--- src/include/acdp_consts.vh ---
// constants for the auxiliary control and dual data pointer block
// assumes a 32-bit ahb-lite bus, one aligned word per register
`ifndef ACDP_CONSTS_VH
`define ACDP_CONSTS_VH

// ****************************************************************
// register word index and byte addresses
// ****************************************************************
// control register word index, byte address is four times it
`define ACDP_AUX_INDEX     10'h0a2
`define ACDP_PTR_LO_ADDR   12'h000
`define ACDP_PTR_HI_ADDR   12'h004
`define ACDP_PTR_LOAD_ADDR 12'h008
`define ACDP_PTR_INC_ADDR  12'h00c
`define ACDP_AUX_INC_ADDR  12'h010
`define ACDP_CODE_OFS_ADDR 12'h014
`define ACDP_CODE_ADR_ADDR 12'h018
`define ACDP_DMEM_ADDR     12'h01c
`define ACDP_INT_STAT_ADDR 12'h020
`define ACDP_INT_MASK_ADDR 12'h024

// ****************************************************************
// control register fields and reset value
// ****************************************************************
`define ACDP_AUX_RESET 8'h00
`define ACDP_BIT_KEY_FLAG 7
`define ACDP_BIT_BO_OFF   6
`define ACDP_BIT_BO_IRQ   5
`define ACDP_BIT_LP_MEM   4
`define ACDP_BIT_SOFT_RST 3
`define ACDP_BIT_ZERO     2
`define ACDP_BIT_RSV      1
`define ACDP_BIT_PTR_SEL  0

// ****************************************************************
// interrupt fields, config locations, timing
// ****************************************************************
`define ACDP_INT_KBD      0
`define ACDP_INT_BO       1
`define ACDP_CFG1_ADDR    16'hfd00
`define ACDP_CFG2_ADDR    16'hfd01
`define ACDP_SOFT_RST_CYCLES 4'h4

`endif

--- src/design/acdp_aux_control.v ---
// auxiliary control register with dual data pointers, ahb-lite slave
// assumes a single master, whole-word single transfers, synchronous
// inputs, and a core that restarts at address zero on chip_reset_req
//
// Behaviour
// - writing control bit 3 as one resets the whole chip, restart at zero
// - control bit 0 selects the active pointer; the other is untouched
// - pointer byte accesses act on the bytes of the selected pointer
// - sixteen-bit load and increment by one act on selected pointer only
// - code, jump and data accesses take the selected pointer as base
// - control bit 2 reads zero, ignores writes, stops increment carry
// - control bit 6 switches brownout detection off
// - control bit 4 selects low-voltage program memory operation
// - data reads through the selected pointer return configuration bytes at fd00 and fd01, zero elsewhere
`timescale 1ns/1ps
`include "acdp_consts.vh"
module acdp_aux_control (
  input  wire        hclk,
  input  wire        hresetn,
  input  wire        hsel,
  input  wire [31:0] haddr,
  input  wire [1:0]  htrans,
  input  wire        hwrite,
  input  wire [2:0]  hsize,
  input  wire        hready,
  input  wire [31:0] hwdata,
  output reg  [31:0] hrdata,
  output reg         hreadyout,
  output reg         hresp,
  input  wire        kbd_event,
  input  wire        brownout_detect,
  input  wire [7:0]  cfg_byte1,
  input  wire [7:0]  cfg_byte2,
  output wire        chip_reset_req,
  output reg         brownout_disable,
  output reg         lp_progmem,
  output reg         pointer_select,
  output reg  [15:0] ptr_base_addr,
  output reg  [15:0] code_addr,
  output reg         irq
);

  // ****************************************************************
  // bus front end
  // ****************************************************************
  reg         wr_pend_reg;
  reg  [11:0] wr_addr_reg;
  reg         rd_pend_reg;
  reg  [11:0] rd_addr_reg;
  wire        accept;
  wire        commit;
  wire        clr;

  // hsize is not checked: only whole-word transfers are issued
  assign accept = hsel & htrans[1] & hready;
  assign commit = wr_pend_reg & hready;

  // reads take one wait state so a write just before is seen
  always @(posedge hclk or negedge hresetn) begin
    if (!hresetn) begin
      wr_pend_reg <= 1'b0;
      wr_addr_reg <= 12'h000;
      rd_pend_reg <= 1'b0;
      rd_addr_reg <= 12'h000;
      hreadyout   <= 1'b1;
      hresp       <= 1'b0;
    end else begin
      hresp <= 1'b0;
      if (hready) begin
        wr_pend_reg <= accept & hwrite;
      end
      if (accept & hwrite) begin
        wr_addr_reg <= haddr[11:0];
      end
      rd_pend_reg <= accept & ~hwrite;
      if (accept & ~hwrite) begin
        rd_addr_reg <= haddr[11:0];
        hreadyout   <= 1'b0;
      end else begin
        hreadyout   <= 1'b1;
      end
    end
  end

  // ****************************************************************
  // write decode
  // ****************************************************************
  wire wr_aux;
  wire wr_aux_inc;
  wire wr_ptr_lo;
  wire wr_ptr_hi;
  wire wr_ptr_ld;
  wire wr_ptr_inc;
  wire wr_code_ofs;
  wire wr_int_stat;
  wire wr_int_mask;

  assign wr_aux      = commit & (wr_addr_reg[11:2] == `ACDP_AUX_INDEX);
  assign wr_aux_inc  = commit & (wr_addr_reg == `ACDP_AUX_INC_ADDR);
  assign wr_ptr_lo   = commit & (wr_addr_reg == `ACDP_PTR_LO_ADDR);
  assign wr_ptr_hi   = commit & (wr_addr_reg == `ACDP_PTR_HI_ADDR);
  assign wr_ptr_ld   = commit & (wr_addr_reg == `ACDP_PTR_LOAD_ADDR);
  assign wr_ptr_inc  = commit & (wr_addr_reg == `ACDP_PTR_INC_ADDR);
  assign wr_code_ofs = commit & (wr_addr_reg == `ACDP_CODE_OFS_ADDR);
  assign wr_int_stat = commit & (wr_addr_reg == `ACDP_INT_STAT_ADDR);
  assign wr_int_mask = commit & (wr_addr_reg == `ACDP_INT_MASK_ADDR);

  // ****************************************************************
  // control register
  // ****************************************************************
  reg        key_flag_reg;
  reg        bo_irq_sel_reg;
  reg        rsv_reg;
  wire [7:0] aux_cur;
  wire [7:0] aux_sum;
  wire [7:0] aux_wval;
  wire       aux_any;

  // bits 3 and 2 always read zero
  assign aux_cur = {key_flag_reg, brownout_disable, bo_irq_sel_reg,
                    lp_progmem, 1'b0, 1'b0, rsv_reg, pointer_select};
  // a wired-zero bit 2 swallows the carry out of bit 1
  assign aux_sum  = aux_cur + 8'h01;
  assign aux_wval = wr_aux_inc ? aux_sum : hwdata[7:0];
  assign aux_any  = wr_aux | wr_aux_inc;

  // stored fields; bit 2 and the reset bit are never stored
  always @(posedge hclk or negedge hresetn) begin
    if (!hresetn) begin
      brownout_disable <= 1'b0;
      bo_irq_sel_reg   <= 1'b0;
      lp_progmem       <= 1'b0;
      rsv_reg          <= 1'b0;
      pointer_select   <= 1'b0;
    end else if (clr) begin
      brownout_disable <= 1'b0;
      bo_irq_sel_reg   <= 1'b0;
      lp_progmem       <= 1'b0;
      rsv_reg          <= 1'b0;
      pointer_select   <= 1'b0;
    end else if (aux_any) begin
      brownout_disable <= aux_wval[`ACDP_BIT_BO_OFF];
      bo_irq_sel_reg   <= aux_wval[`ACDP_BIT_BO_IRQ];
      lp_progmem       <= aux_wval[`ACDP_BIT_LP_MEM];
      rsv_reg          <= aux_wval[`ACDP_BIT_RSV];
      pointer_select   <= aux_wval[`ACDP_BIT_PTR_SEL];
    end
  end

  // keypad flag: hardware sets, a zero written clears, set wins
  always @(posedge hclk or negedge hresetn) begin
    if (!hresetn) begin
      key_flag_reg <= 1'b0;
    end else if (clr) begin
      key_flag_reg <= 1'b0;
    end else if (kbd_event) begin
      key_flag_reg <= 1'b1;
    end else if (aux_any & ~aux_wval[`ACDP_BIT_KEY_FLAG]) begin
      key_flag_reg <= 1'b0;
    end
  end

  // ****************************************************************
  // brownout handling and chip reset
  // ****************************************************************
  wire bo_active;
  wire bo_irq_set;
  wire bo_reset;
  wire soft_rst_trig;

  // detection is ignored entirely while disabled
  assign bo_active     = brownout_detect & ~brownout_disable;
  assign bo_irq_set    = bo_active & bo_irq_sel_reg;
  assign bo_reset      = bo_active & ~bo_irq_sel_reg;
  // any direct control write carrying bit 3 resets; an increment never sets bit 3
  assign soft_rst_trig = (aux_any & aux_wval[`ACDP_BIT_SOFT_RST])
                         | bo_reset;

  // the pulse both tells the core to restart and clears our registers
  acdp_reset_pulse #(
    .LEN (`ACDP_SOFT_RST_CYCLES)
  ) u_reset_pulse (
    .clk     (hclk),
    .rst_n   (hresetn),
    .trigger (soft_rst_trig),
    .pulse   (chip_reset_req)
  );

  assign clr = chip_reset_req;

  // ****************************************************************
  // dual data pointers
  // ****************************************************************
  wire [15:0] ptr0;
  wire [15:0] ptr1;
  wire [15:0] ptr_sel;
  wire [15:0] ptr_wdata;

  // byte writes use the low byte of the bus word
  assign ptr_wdata = hwdata[15:0];
  assign ptr_sel   = pointer_select ? ptr1 : ptr0;

  acdp_pointer #(
    .ID (1'b0)
  ) u_ptr0 (
    .clk   (hclk),
    .rst_n (hresetn),
    .clr   (clr),
    .sel   (pointer_select),
    .wr_lo (wr_ptr_lo),
    .wr_hi (wr_ptr_hi),
    .ld    (wr_ptr_ld),
    .inc   (wr_ptr_inc),
    .wdata (ptr_wdata),
    .value (ptr0)
  );

  acdp_pointer #(
    .ID (1'b1)
  ) u_ptr1 (
    .clk   (hclk),
    .rst_n (hresetn),
    .clr   (clr),
    .sel   (pointer_select),
    .wr_lo (wr_ptr_lo),
    .wr_hi (wr_ptr_hi),
    .ld    (wr_ptr_ld),
    .inc   (wr_ptr_inc),
    .wdata (ptr_wdata),
    .value (ptr1)
  );

  // ****************************************************************
  // pointer-based addressing
  // ****************************************************************
  reg [7:0] code_ofs_reg;

  // accumulator-like offset for code reads and indirect jumps
  always @(posedge hclk or negedge hresetn) begin
    if (!hresetn) begin
      code_ofs_reg <= 8'h00;
    end else if (clr) begin
      code_ofs_reg <= 8'h00;
    end else if (wr_code_ofs) begin
      code_ofs_reg <= hwdata[7:0];
    end
  end

  // registered so the outputs lag the pointer by one cycle
  always @(posedge hclk or negedge hresetn) begin
    if (!hresetn) begin
      ptr_base_addr <= 16'h0000;
      code_addr     <= 16'h0000;
    end else begin
      ptr_base_addr <= ptr_sel;
      code_addr     <= ptr_sel + {8'h00, code_ofs_reg};
    end
  end

  // no external data bus: only configuration bytes answer
  reg [7:0] dmem_byte;
  always @* begin
    dmem_byte = 8'h00;
    if (ptr_sel == `ACDP_CFG1_ADDR) begin
      dmem_byte = cfg_byte1;
    end else if (ptr_sel == `ACDP_CFG2_ADDR) begin
      dmem_byte = cfg_byte2;
    end
  end

  // ****************************************************************
  // interrupts
  // ****************************************************************
  reg  [1:0] int_stat_reg;
  reg  [1:0] int_mask_reg;
  wire [1:0] int_set;

  assign int_set = {bo_irq_set, kbd_event};

  // write one to clear; a new event in the same cycle wins
  always @(posedge hclk or negedge hresetn) begin
    if (!hresetn) begin
      int_stat_reg <= 2'b00;
      int_mask_reg <= 2'b00;
    end else if (clr) begin
      int_stat_reg <= 2'b00;
      int_mask_reg <= 2'b00;
    end else begin
      int_stat_reg <= (int_stat_reg &
                       ~({2{wr_int_stat}} & hwdata[1:0])) | int_set;
      if (wr_int_mask) begin
        int_mask_reg <= hwdata[1:0];
      end
    end
  end

  always @(posedge hclk or negedge hresetn) begin
    if (!hresetn) begin
      irq <= 1'b0;
    end else begin
      irq <= |(int_stat_reg & int_mask_reg);
    end
  end

  // ****************************************************************
  // read data
  // ****************************************************************
  reg [31:0] rd_mux;
  always @* begin
    rd_mux = 32'h0000_0000;
    if (rd_addr_reg[11:2] == `ACDP_AUX_INDEX) begin
      rd_mux = {24'h00_0000, aux_cur};
    end else begin
      case (rd_addr_reg)
        `ACDP_PTR_LO_ADDR:   rd_mux = {24'h00_0000, ptr_sel[7:0]};
        `ACDP_PTR_HI_ADDR:   rd_mux = {24'h00_0000, ptr_sel[15:8]};
        `ACDP_PTR_LOAD_ADDR: rd_mux = {16'h0000, ptr_sel};
        `ACDP_CODE_OFS_ADDR: rd_mux = {24'h00_0000, code_ofs_reg};
        `ACDP_CODE_ADR_ADDR: rd_mux = {16'h0000, code_addr};
        `ACDP_DMEM_ADDR:     rd_mux = {24'h00_0000, dmem_byte};
        `ACDP_INT_STAT_ADDR: rd_mux = {30'h0000_0000, int_stat_reg};
        `ACDP_INT_MASK_ADDR: rd_mux = {30'h0000_0000, int_mask_reg};
        default:             rd_mux = 32'h0000_0000;
      endcase
    end
  end

  // captured in the wait cycle, then held until the next read
  always @(posedge hclk or negedge hresetn) begin
    if (!hresetn) begin
      hrdata <= 32'h0000_0000;
    end else if (rd_pend_reg) begin
      hrdata <= rd_mux;
    end
  end

endmodule

--- src/design/acdp_pointer.v ---
// one 16-bit data pointer with byte, load and increment access
// assumes the caller drives at most one access strobe per cycle
`timescale 1ns/1ps
module acdp_pointer #(
  parameter [0:0] ID = 1'b0
) (
  input  wire        clk,
  input  wire        rst_n,
  input  wire        clr,
  input  wire        sel,
  input  wire        wr_lo,
  input  wire        wr_hi,
  input  wire        ld,
  input  wire        inc,
  input  wire [15:0] wdata,
  output reg  [15:0] value
);

  // ****************************************************************
  // pointer storage
  // ****************************************************************
  wire active;
  assign active = (sel == ID);

  // only the selected copy answers; the other keeps its value
  always @(posedge clk or negedge rst_n) begin
    if (!rst_n) begin
      value <= 16'h0000;
    end else if (clr) begin
      value <= 16'h0000;
    end else if (active) begin
      if (ld) begin
        value <= wdata;
      end else if (wr_hi) begin
        value <= {wdata[7:0], value[7:0]};
      end else if (wr_lo) begin
        value <= {value[15:8], wdata[7:0]};
      end else if (inc) begin
        value <= value + 16'h0001;
      end
    end
  end

endmodule

--- src/design/acdp_reset_pulse.v ---
// stretches a one-cycle reset trigger into a pulse of LEN cycles
// assumes the trigger is synchronous to clk
`timescale 1ns/1ps
module acdp_reset_pulse #(
  parameter [3:0] LEN = 4'h4
) (
  input  wire clk,
  input  wire rst_n,
  input  wire trigger,
  output reg  pulse
);

  // ****************************************************************
  // pulse counter
  // ****************************************************************
  reg [3:0] count_reg;

  // a new trigger restarts the full length
  always @(posedge clk or negedge rst_n) begin
    if (!rst_n) begin
      count_reg <= 4'h0;
      pulse     <= 1'b0;
    end else if (trigger) begin
      count_reg <= LEN - 4'h1;
      pulse     <= 1'b1;
    end else if (count_reg != 4'h0) begin
      count_reg <= count_reg - 4'h1;
    end else begin
      pulse <= 1'b0;
    end
  end

endmodule

--- config.mk ---
export PLATFORM = sky130hd
export DESIGN_NAME = acdp_aux_control
export DESIGN_NICKNAME = d
export VERILOG_FILES = /design/src/design/acdp_aux_control.v /design/src/design/acdp_pointer.v /design/src/design/acdp_reset_pulse.v
export VERILOG_INCLUDE_DIRS = /design/src /design/src/include
export SDC_FILE = /design/constraint.sdc
export NUM_CORES = 1
export LEC_CHECK = 0
export BUFFER_PORTS_ARGS = -buffer_cell sky130_fd_sc_hd__buf_2
export CORE_MARGIN = 2
export CORE_UTILIZATION = 50
export CTS_CLUSTER_DIAMETER = 200
export DETAILED_ROUTE_END_ITERATION = 6
export GPL_TIMING_DRIVEN = 0
export PLACE_DENSITY = 0.76
export SLEW_MARGIN = 40
export SYNTH_ARGS = -nofsm -noshare
export SYNTH_HDL_FRONTEND = slang
export SYNTH_HIERARCHICAL = 1
export SYNTH_SLANG_ARGS = --single-unit
--- constraint.sdc ---
create_clock -name hclk -period 8.44 [get_ports hclk]
set_input_delay 0.844 -clock hclk [delete_from_list [all_inputs] [get_ports hclk]]
set_output_delay 0.844 -clock hclk [all_outputs]
set_load 0.1 [all_outputs]
=== Word level (Yosys, flattened, before mapping) ===
Cells that the tools add are included.
W data, S select, Z words.

* Flip-flop bits (word level): 147
* Input bits: 92
* Output and inout port bits: 71
* Word-level logic and storage cells: 138

* Add/subtract/negate cells: 5
* Equal/unequal tests: 22
* Multiplexer cells: 41
* Bitwise operators: 30
* Reductions and logical operators: 16

{| class="wikitable"
|+ Operators by type and width
! operator !! count
|-
| $mux W16 || 14
|-
| $pmux W16 S8 || 1
|-
| $eq A12 B5 Y1 const B || 5
|-
| $eq A12 B6 Y1 const B || 4
|-
| $mux W8 || 5
|-
| $eq A12 B4 Y1 const B || 3
|-
| $add A16 B1 Y16 const B || 2
|-
| $eq A16 B16 Y1 const B || 2
|-
| $eq A12 B3 Y1 const B || 2
|-
| $logic_not A12 Y1 || 2
|-
| $eq A10 B8 Y1 const B || 2
|-
| $and A1 B1 Y1 || 19
|-
| $add A16 B8 Y16 || 1
|-
| $mux W1 || 16
|-
| $reduce_and A3 Y1 || 4
|-
| $reduce_bool A4 Y1 || 3
|-
| $reduce_bool A2 Y1 || 5
|-
| $add A8 B1 Y8 const B || 1
|-
| $mux W4 || 2
|-
| $and A2 B2 Y2 || 3
|-
| $mux W2 || 3
|-
| $ne A4 B4 Y1 const B || 1
|-
| $not A1 Y1 || 4
|-
| $sub A4 B1 Y4 const B || 1
|-
| other kinds (8) || 9
|}

=== Depth between registers and ports, before layout ===
Gate-level depths: netlist of run 1.

* Word-level depth: 8
* Gate-level depth with buffers: 11
* Depth with buffers taken out: 9

=== Hierarchy ===
Netlist of run 1, hierarchy kept.

{| class="wikitable"
|+ By module, submodules not included
! module !! times used !! cells each !! area an instance (um^2) !! sequential area each (um^2)
|-
| acdp_aux_control || 1 || 468 || 4830.9 || 2353.5
|-
| acdp_pointer at u_ptr0 || 1 || 160 || 1298.7 || 400.4
|-
| acdp_pointer at u_ptr1 || 1 || 139 || 1196.1 || 400.4
|-
| acdp_reset_pulse || 1 || 25 || 266.5 || 125.1
|}

=== Worst setup path before layout of run 1 ===
OpenSTA, ideal clock, no wires.

* Kind: reg-to-reg
* From: register pointer_select
* To: register code_addr[13]
* Library setup time: 0.132 ns
* Arrival time: 3.416 ns
* Required time: 8.308 ns
* Path slack: 4.892 ns
* Cell stages (with the launch flop): 11
* Path buffers: 3
* Period minus slack after synthesis: 3.548 ns
* Cell sequence: dfrtp_1 buf_6 buf_6 buf_2 mux2_2 ha_1 o21ai_0 o21ai_0 a221oi_1 nor3_1 xor2_1

* Word-level cells in the longest chain between the ends: 2

{| class="wikitable"
|+ RTL lines
! what !! line !! source
|-
| start: declaration || acdp_aux_control.v:37 || <nowiki>output reg pointer_select,</nowiki>
|-
| start signal: assignment || acdp_aux_control.v:146 || <nowiki>pointer_select <= aux_wval[`ACDP_BIT_PTR_SEL];</nowiki>
|-
| $mux W16 || acdp_aux_control.v:201 || <nowiki>assign ptr_sel = pointer_select ? ptr1 : ptr0;</nowiki>
|-
| net ptr_sel[2] || acdp_aux_control.v:196 || <nowiki>wire [15:0] ptr_sel;</nowiki>
|-
| $add A16 B8 Y16 || acdp_aux_control.v:256 || <nowiki>code_addr <= ptr_sel + {8'h00, code_ofs_reg};</nowiki>
|-
| end signal: assignment || acdp_aux_control.v:256 ||
|-
| end: declaration || acdp_aux_control.v:39 || <nowiki>output reg [15:0] code_addr,</nowiki>
|}

The timed path passes the listed nets, and every way through them passes these cells.
A chain may end at the register's enable or synchronous reset.

=== Worst setup path after layout of run 1 ===
Same ends and word-level chain as after synthesis.

==> impl_metrics.json, run 1 <==
{
  "setup_viol": 0,
  "drt_iter0_markers": 794,
  "max_freq_mhz": 280,
  "vias": 6834,
  "cpPeakStageDelay_ns": 0.67,
  "cp_cell_sequence": "buf_6 -> buf_6 -> buf_2 -> mux2_2 -> ha_1 -> o21ai_0 -> o21ai_0 -> a221oi_1 -> nor3_1 -> xor2_1",
  "place_area_mm2": 0.00846,
  "drt-pass1-iter-count": 5,
  "cts_tree": "built",
  "arrival_ns": 3.87,
  "period_share_pct": 42.3,
  "grt_overflow": 0,
  "synth_edf_count": 0,
  "critPathBufInv": 3,
  "power_density_mw_per_mm2": 195,
  "required_ns": 8.73,
  "start_util_pct": 50.5,
  "rsz0062_at_grt": "no",
  "routedWlPerCell_um": 19.1,
  "grtUsageTotal_pct": 27.3,
  "postCtsHoldBufs": 0,
  "row_count": 45,
  "cp_slowest_cell": "dfrtp_1",
  "synth.ff_latch_count": 131,
  "synthArstFlopShare_pct": 100,
  "die_w_um": 127,
  "p_leak_uw": 0.00416,
  "routed_via_density": 6.03,
  "htree_levels": 4,
  "synthDistinctLibCells": 86,
  "yosysSeqAreaShare_pct": 43.2,
  "slew_headroom_pct": 45.7,
  "num-fill-cells": 1310,
  "multiInputGateArea_mm2": 0.00398,
  "gp_congestion": 0.933,
  "antenna_found_initial": 0,
  "clk_path_buf_depth": 2,
  "cts_resized": 0,
  "syn_inst": 792,
  "drv_cap": 0,
  "hold_viol_final": 0,
  "maxSlewViolCount": 0,
  "hold_class": "in2async",
  "root_buffer": "clkbuf_16",
  "dp.cells": 1102,
  "crit_path_end_kind": "register",
  "die_y_um": 127,
  "final_nets": 1038,
  "dpl.hpwl_um": 15700,
  "startpoint_type": "register",
  "grt_pass1_wl_um": 34300,
  "postRouteAntennaNets": 0,
  "worstPathMaxFanout": 12,
  "cts_buffers": 17,
  "yosysWarnings": 6,
  "final_cell_area_mm2": 0.00905,
  "post_cts_buffers": 0,
  "instances_no_fill": 1133,
  "clk_latency_ns": 0.42,
  "holdWs_ns": 0.344,
  "grt_max_degree": 80,
  "drc": 0,
  "layout.area.seq_mm2": 0.00328,
  "core_area_mm2": 0.0150,
  "period_needed_ns": 3.57,
  "preCtsSetupSlack_ns": 4.43,
  "worst-setup-path-type": "reg2reg",
  "avgSynthCellArea_um2": 9.59,
  "max-vdd-ir-drop_uv": 159,
  "synth_area_leaders": "dfrtp_1, nor2_1, mux2_2, mux2i_1, nand2_1",
  "critical-path-top-delay-family": "compound AO/OA/AOI/OAI gates",
  "grt_pass1_vias": 6359,
  "synth_top_area_share_pct": 42.8,
  "finalClockSkew_ns": 0.0119,
  "final_layout_size_suffix_gt1_share_pct": 23.3,
  "diodes": 0,
  "io_pins": 163,
  "dieArea_mm2": 0.0162,
  "clock-sinks": 131,
  "worst_pin_slew_ns": 0.792,
  "synth-main-ff-cell": "dfrtp_1",
  "synth_top_area_cell": "dfrtp_1",
  "wl_um": 21700,
  "layout_setup_ws_ns": 4.87,
  "synth_area_mm2": 0.00759,
  "io_buffers": 105,
  "syn_to_final_growth_pct": 19.3,
  "path_clk_slew_ns": 0.06,
  "fin_setup_tns_ns": 0,
  "outcome": "completed"
}
[cell usage in the layout, fill, tap and decap left out, types with 17 or more instances in the layout]
| cell type | n |
|---|---|
| clkbuf_16 | 17 |
| inv_1 | 26 |
| conb_1 | 17 |
| dfrtp_1 | 130 |
| mux2_2 | 26 |
| o21ai_0 | 30 |
| buf_4 | 18 |
| nor3_1 | 19 |
| clkbuf_1 | 24 |
| buf_2 | 113 |
| nand2_1 | 66 |
| nor2_1 | 79 |
| a22oi_1 | 23 |
| a21oi_1 | 30 |
| mux2i_1 | 28 |
[cell families after synthesis]
group,share of synthesized area (%)
muxes,8.04
AOI/OAI and AO/OA,17.7
DFF,43.2
buffers and inverters,5.39
adders and majority gates,2.24
other,0.0494
and+or+nand+nor,21.5
xor gates and xnor gates,1.85
[synthesized netlist by cell type (6+ instances only)]
cell and n:
a211oi_1 7, a21o_1 6, a21oi_1 30, a221oi_1 15, a22oi_1 23, and3_1 9
buf_2 9, buf_4 18, clkbuf_1 23, dfrtp_1 130, ha_1 12, inv_1 26
mux2_2 26, mux2i_1 28, nand2_1 66, nand2b_1 8, nand3_1 12, nand3b_1 7
nand4_1 13, nor2_1 80, nor2b_1 16, nor3_1 21, nor4_1 12, nor4b_1 7
o21ai_0 32, o21ai_1 8, o22ai_1 6, o32ai_1 10, or3_1 10, xnor2_1 11
[metrics by stage]
| step | total power [uW] | util [%] |
|---|---|---|
| after floorplan | 944 | - |
| after global placement | 1020 | 56.0 |
| after detailed placement | 1030 | 56.2 |
| after CTS | 1770 | 60.2 |
| after global routing | 1830 | 60.2 |
| final | 1760 | 60.2 |
[area by class of cell]
type | count | area share, %
buffer | 56 | 3.44
clock buffer | 18 | 4.74
clock inverter | 13 | 1.80
inverter | 26 | 1.08
multi-input combinational | 595 | 43.9
sequential | 131 | 36.2
tap | 188 | 2.60
timing repair buffer | 106 | 6.22
[power by group]
group	switching [uW]	internal, uW	total [uW]
combinational	241	79.2	320
clock	281	462	743
sequential	29.3	670	699
total	552	1210	1760
[worst register-to-register path, stage by stage (launching register included)]
cell and delay (ns):
dfrtp_1 0.67, buf_6 0.21, buf_6 0.16, buf_2 0.30, mux2_2 0.43, ha_1 0.38
o21ai_0 0.23, o21ai_0 0.16, a221oi_1 0.58, nor3_1 0.15, xor2_1 0.17
[path summary, 6_finish.rpt]
check	start	to	slack, ns	cells after the start
setup reg to reg	pointer_select	code_addr[13]	4.87	10
setup / recovery	pointer_select	code_addr[13]	4.87	10
hold / removal	hresetn	u_ptr1/value[14]	0.34	1
max in group asynchronous	hresetn	rd_addr_reg[4]	7.38	2
min in group hclk	rd_addr_reg[11]	rd_addr_reg[11]	0.48	2
hold reg to reg	rd_addr_reg[11]	rd_addr_reg[11]	0.48	2
[layer usage]
layer  wire length, um  GRT usage [%]  vias up
li1                  -              -     3188
met1              9360           37.8     3264
met2             10100           42.4      342
met3              1780           6.62       40
met4               454           9.24        0
met5                 0              0        -
Note: power is estimated with default switching activity, not from simulation.
==> inputs of run 2 (changes only) <==
Settings changed: ABC_AREA set to 1.
Clock period 8.44 ns to 3.7 ns, I/O delays scaled along.
==> run 2 against run 1 <==
Compared with the run above: routed wire length is 3.1% higher; clock power is 130% higher; die area rose by 6.7%; first-iteration DRC count rose by 4.3%; critical path type unchanged; critical endpoint is now code_addr[14]; largest power group is now registers.
==> impl_metrics.json, run 2 <==
{
  "outcome": "completed",
  "required_ns": 4.05,
  "syn_inst": 1143,
  "grt_overflow": 0,
  "grt_pass1_vias": 7232,
  "switching_share_pct": 39.6,
  "postRouteAntennaNets": 0,
  "pwr-share-seq_pct": 35.5,
  "routedWlPerCell_um": 14.8,
  "die_w_um": 131,
  "core_area_mm2": 0.0159,
  "clock-sinks": 131,
  "arrival_ns": 3.41,
  "period_share_pct": 82.8,
  "cts_tree": "built",
  "synth_area_leaders": "dfrtp_1, nand2_1, nand3_1, inv_1, nor2_1",
  "rsz0062_at_grt": "no",
  "yosys-top-cells-count": "nand2_1, dfrtp_1, inv_1",
  "clk_path_buf_depth": 2,
  "final_layout_size_suffix_gt1_share_pct": 18.6,
  "die_y_um": 131,
  "slew_headroom_pct": 48.4,
  "worst-setup-path-type": "reg2reg",
  "dieArea_mm2": 0.0173,
  "final_nets": 1390,
  "wl_met3_um": 1770,
  "fin_setup_tns_ns": 0,
  "max-vdd-ir-drop_uv": 348,
  "startpoint_type": "register",
  "io_buffers": 105,
  "yosysSeqAreaShare_pct": 40.4,
  "root_buffer": "clkbuf_16",
  "grtUsageTotal_pct": 25.9,
  "drt-pass1-iter-count": 5,
  "cts_buffers": 17,
  "synthDistinctLibCells": 46,
  "vias": 7952,
  "synthArstFlopShare_pct": 100,
  "synth_area_mm2": 0.00812,
  "final_cell_area_mm2": 0.00964,
  "synth-main-ff-cell": "dfrtp_1",
  "wl_um": 22400,
  "drc": 0,
  "antenna_found_initial": 0,
  "maxSlewViolCount": 0,
  "combinationalPowerShare_pct": 29.1,
  "grt_pass1_wl_um": 35800,
  "drt_iter0_markers": 828,
  "p_total_uw": 4880,
  "power_density_mw_per_mm2": 507,
  "num-fill-cells": 1465,
  "final_common_cell": "nand2_1",
  "final_cell_mix": "nand2_1, dfrtp_1, inv_1",
  "synth_top_area_share_pct": 40.1,
  "reg2reg_depth": 14,
  "synth.ff_latch_count": 131,
  "place_area_mm2": 0.00901,
  "gp_congestion": 0.960,
  "fin_util_pct": 60.7,
  "avgSynthCellArea_um2": 7.10,
  "synth_top_area_cell": "dfrtp_1",
  "clk_latency_ns": 0.43,
  "setup_viol": 0,
  "max_freq_mhz": 326,
  "post_cts_buffers": 0,
  "yosysMostFrequentCell": "nand2_1",
  "finalClockSkew_ns": 0.0111,
  "routed_via_density": 5.25,
  "htree_levels": 4,
  "period_needed_ns": 3.06,
  "start_util_pct": 51.1,
  "io_pins": 163,
  "dpl.hpwl_um": 16900,
  "drt-met1-wl_um": 9770,
  "hold_class": "in2reg",
  "hold-path-cell-count": 3,
  "top_layer": "met4",
  "intPower_uw": 2950,
  "worst_pin_slew_ns": 0.768,
  "path_clk_slew_ns": 0.06,
  "syn_to_final_growth_pct": 18.7,
  "p_leak_uw": 0.00510,
  "grt_max_degree": 68,
  "power_frac_clock_pct": 35.4,
  "p_switching_uw": 1930,
  "row_count": 46,
  "diodes": 0,
  "drv_cap": 0,
  "worstPathMaxFanout": 11,
  "hold_viol_final": 0,
  "yosysWarnings": 6,
  "wl_met2_um": 10300,
  "synth_edf_count": 0,
  "crit_path_end_kind": "register"
}
run 2: changes by cell type after synthesis, moves of 16 or more:
cell and change:
nand2_1 +293, mux2i_1 -28, a22oi_1 -22, inv_1 +98, inv_2 +22, nor2b_1 -16, mux2_2 -20, nor2_1 +32
nand3_1 +87, clkbuf_1 -17
run 2: path summary, 6_finish.rpt:
check | startpoint | end | slack, ns
max | pointer_select | code_addr[14] | 0.64
max reg2reg | pointer_select | code_addr[14] | 0.64
max in group asynchronous | hresetn | u_ptr0/value[6] | 2.53
min in group asynchronous | hresetn | wr_addr_reg[10] | 0.46
min reg2reg | hrdata[13] | hrdata[13] | 0.48
min | haddr[11] | rd_addr_reg[11] | 0.17
run 2: kinds of logic after synthesis:
group	share of synthesized area, %
buffers and inverters	9.63
xor gates and xnor gates	2.16
adders and majority gates	2.10
and+or+nand+nor	35.1
DFF	40.4
other	0.0462
AOI/OAI and AO/OA	9.77
muxes	0.832
run 2: repair_timing:
item                       CTS  global route
resized for setup            0             0
setup endpoints to repair    0             0
hold endpoints to repair    63             0
hold buffers                 1             0
run 2: per-layer routing:
| metal | vias to the layer above | GRT usage (%) |
|---|---|---|
| li1 | 3917 | - |
| met3 | 41 | 4.82 |
| met4 | 0 | 9.54 |
| met5 | - | 0 |
| met1 | 3629 | 35.1 |
| met2 | 365 | 41.6 |
run 2: area by class of cell:
| cell class | instances | area, um2 | share of cell area, % |
|---|---|---|---|
| buffer | 32 | 211 | 2.19 |
| timing repair buffer | 107 | 573 | 5.95 |
| inverter | 151 | 571 | 5.92 |
| tap | 216 | 270 | 2.80 |
| clock inverter | 12 | 155 | 1.61 |
| multi-input combinational | 845 | 4130 | 42.9 |
| sequential | 131 | 3280 | 34.0 |
| clock buffer | 20 | 447 | 4.64 |
run 2: worst max-delay path: stages (launching register included):
cell     delay (ns)
dfrtp_1        0.68
buf_2          0.35
nand2_1        0.08
nand2_1        0.16
inv_1          0.11
ha_1           0.29
fa_1           0.43
nand3_1        0.09
nand2_1        0.11
nand4_1        0.10
nand3_1        0.13
nand2_1        0.13
nor2_1         0.08
nand2_1        0.08
xor2_1         0.16
run 2: power by group through the flow:
stage / Sequential (uW) / Combinational [uW] / Clock (uW)
2_1_floorplan: 2240 / 590 / 0
3_3_place_gp: 1750 / 1390 / 0
3_5_place_dp: 1750 / 1410 / 0
4_1_cts: 1730 / 1420 / 1750
5_1_grt: 1750 / 1520 / 1810
6_report: 1730 / 1420 / 1730
run 2: metrics by stage:
step / setup WS [ns] / hold slack, ns / instances
2_1_floorplan: 0.683 / 0.0744 / 1159
3_3_place_gp: 0.443 / 0.462 / 1480
3_5_place_dp: 0.695 / 0.348 / 1481
4_1_cts: 0.689 / 0.154 / 1514
5_1_grt: 0.484 / 0.184 / 1514
6_report: 0.635 / 0.172 / 1514
==> inputs of run 3 (changes only) <==
Clock period 3.7 ns to 2.99 ns, I/O delays scaled along.
==> run 3 against run 2 <==
Compared with the run above: sequential power rose by 23%; via count fell by 0.65%; first-iteration DRC count fell by 2.8%; register-to-register slack got worse by 0.36 ns; clock power rose by 17%; clock skew rose by 0.0011 ns.
==> impl_metrics.json, run 3 (same netlist as run 2, synthesis figures left out) <==
{
  "p_leak_uw": 0.00510,
  "io_buffers": 105,
  "num-fill-cells": 1474,
  "diodes": 0,
  "antenna_found_initial": 0,
  "outcome": "completed",
  "setup_viol": 0,
  "root_buffer": "clkbuf_16",
  "routedWlPerCell_um": 14.8,
  "die_w_um": 131,
  "required_ns": 3.33,
  "clock-sinks": 131,
  "die_y_um": 131,
  "hold_viol_final": 0,
  "crit_path_end_kind": "register",
  "switching_share_pct": 40.2,
  "finalClockSkew_ns": 0.0122,
  "reg2reg_depth": 15,
  "worst_pin_slew_ns": 0.853,
  "combinationalPowerShare_pct": 30.1,
  "routed_via_density": 5.21,
  "rsz0062_at_grt": "no",
  "io_pins": 163,
  "power_density_mw_per_mm2": 616,
  "cts_tree": "built",
  "final_layout_size_suffix_gt1_share_pct": 18.9,
  "multiInputGateArea_mm2": 0.00413,
  "max_freq_mhz": 369,
  "layout.area.seq_mm2": 0.00328,
  "start_util_pct": 51.1,
  "drv_cap": 0,
  "grt_pass1_wl_um": 36900,
  "p_switching_uw": 2390,
  "postRouteAntennaNets": 0,
  "path_clk_slew_ns": 0.06,
  "worstPathMaxFanout": 10,
  "timing.rr.start": "pointer_select",
  "hold-path-cell-count": 3,
  "grt_overflow": 0,
  "htree_levels": 4,
  "max-vdd-ir-drop_uv": 377,
  "period_share_pct": 90.7,
  "worst-setup-path-type": "reg2reg",
  "arrival_ns": 3.06,
  "cts_buffers": 17,
  "dieArea_mm2": 0.0173,
  "vias": 7900,
  "core_area_mm2": 0.0159,
  "startpoint_type": "register",
  "intPower_uw": 3560,
  "power_frac_clock_pct": 33.9,
  "maxSlewViolCount": 0,
  "drt-pass1-iter-count": 5,
  "min_from": "haddr[11]",
  "gp_congestion": 0.896,
  "drt_iter0_markers": 805,
  "period_needed_ns": 2.71,
  "final_cell_mix": "nand2_1, dfrtp_1, inv_1",
  "grt_pass1_vias": 7433,
  "pwr-share-seq_pct": 35.9,
  "wl_um": 22400,
  "instances_no_fill": 1516,
  "final_nets": 1393,
  "grtUsageTotal_pct": 26.6,
  "slew_headroom_pct": 42.7,
  "timing.rr.end": "code_addr[14]",
  "syn_to_final_growth_pct": 18.9,
  "fin_util_pct": 60.7,
  "clk_latency_ns": 0.43,
  "drc": 0,
  "min_to": "rd_addr_reg[11]",
  "hold_class": "in2reg",
  "row_count": 46,
  "reg2reg_slack_ns": 0.28,
  "dpl.hpwl_um": 17000,
  "grt_max_degree": 47,
  "clk_path_buf_depth": 2,
  "final_common_cell": "nand2_1",
  "dp.cells": 1482
}
## run 3: cell count changes in the layout (fill, tap and decap cells not counted)
cell,delta
buf_4,+2
clkinv_4,-1
buf_2,-1
inv_2,-1
buf_16,+1
clkinv_2,+1
dfrtp_2,+1
clkbuf_1,-1
bufinv_16,-1
clkbuf_4,+1
inv_4,+1
clkinvlp_4,+2
clkbuf_8,-1
dfrtp_1,-1
## run 3: worst max path at each step
stage | endpoint | depth (start not counted) | slack, ns | from
after detailed placement | code_addr[14] | 14 | 0.15 | pointer_select
after floorplan | code_addr[14] | 14 | 0.35 | pointer_select
after CTS | code_addr[14] | 14 | 0.13 | pointer_select
after global placement | pointer_select | 1 | -0.44 | hresetn
final | code_addr[14] | 15 | 0.28 | pointer_select
after global routing | code_addr[14] | 15 | 0.10 | pointer_select
## run 3: worst max-delay path, stage by stage, from the launching register on
cell and delay, ns:
dfrtp_2 0.47, inv_4 0.12, buf_6 0.15, nand2_1 0.06, nand2_1 0.15, inv_1 0.13
ha_1 0.29, fa_1 0.42, nand3_1 0.08, nand2_1 0.12, nand4_1 0.10, nand3_1 0.12
nand2_1 0.12, nor2_1 0.07, nand2_1 0.08, xor2_1 0.15
## run 3: power groups by stage
stage	registers [uW]	clock network, uW	logic, uW
after global routing	2160	2120	1920
after detailed placement	2170	0	1760
after CTS	2140	2040	1760
after global placement	2160	0	1720
after floorplan	2770	0	729
final	2130	2020	1790
## run 3: final cells by class
class	count	area share, %
Buffer	32	2.22
Clock buffer	18	4.45
Clock inverter	13	1.41
Inverter	151	5.94
Multi-Input combinational cell	845	42.8
Sequential cell	131	34.0
Tap cell	216	2.80
Timing Repair Buffer	110	6.38
## run 3: metrics by stage
stage,area [um2],setup slack [ns],hold slack [ns],TNS [ns],power (uW)
after detailed placement,9050,0.146,0.220,0,3920
after CTS,9620,0.131,0.0995,0,5940
final,9650,0.277,0.106,0,5940
after global routing,9650,0.100,0.133,0,6200
after global placement,8970,-0.437,0.463,-24.53,3880
after floorplan,8180,0.347,0.00341,0,3500
## run 3: repair_timing
item	in CTS	in global routing
resized for setup	0	2
setup endpoints to repair	0	1
buffers inserted	0	2
hold endpoints to repair	43	0
hold buffers	1	0
## run 3: routing by layer
| metal | vias to the layer above | track usage, % | part of all wire (%) |
|---|---|---|---|
| li1 | 3915 | - | - |
| met1 | 3626 | 36.5 | 44 |
| met2 | 319 | 42.5 | 46 |
| met3 | 40 | 4.94 | 7.5 |
| met4 | 0 | 8.94 | 2.4 |
| met5 | - | 0 | 0 |
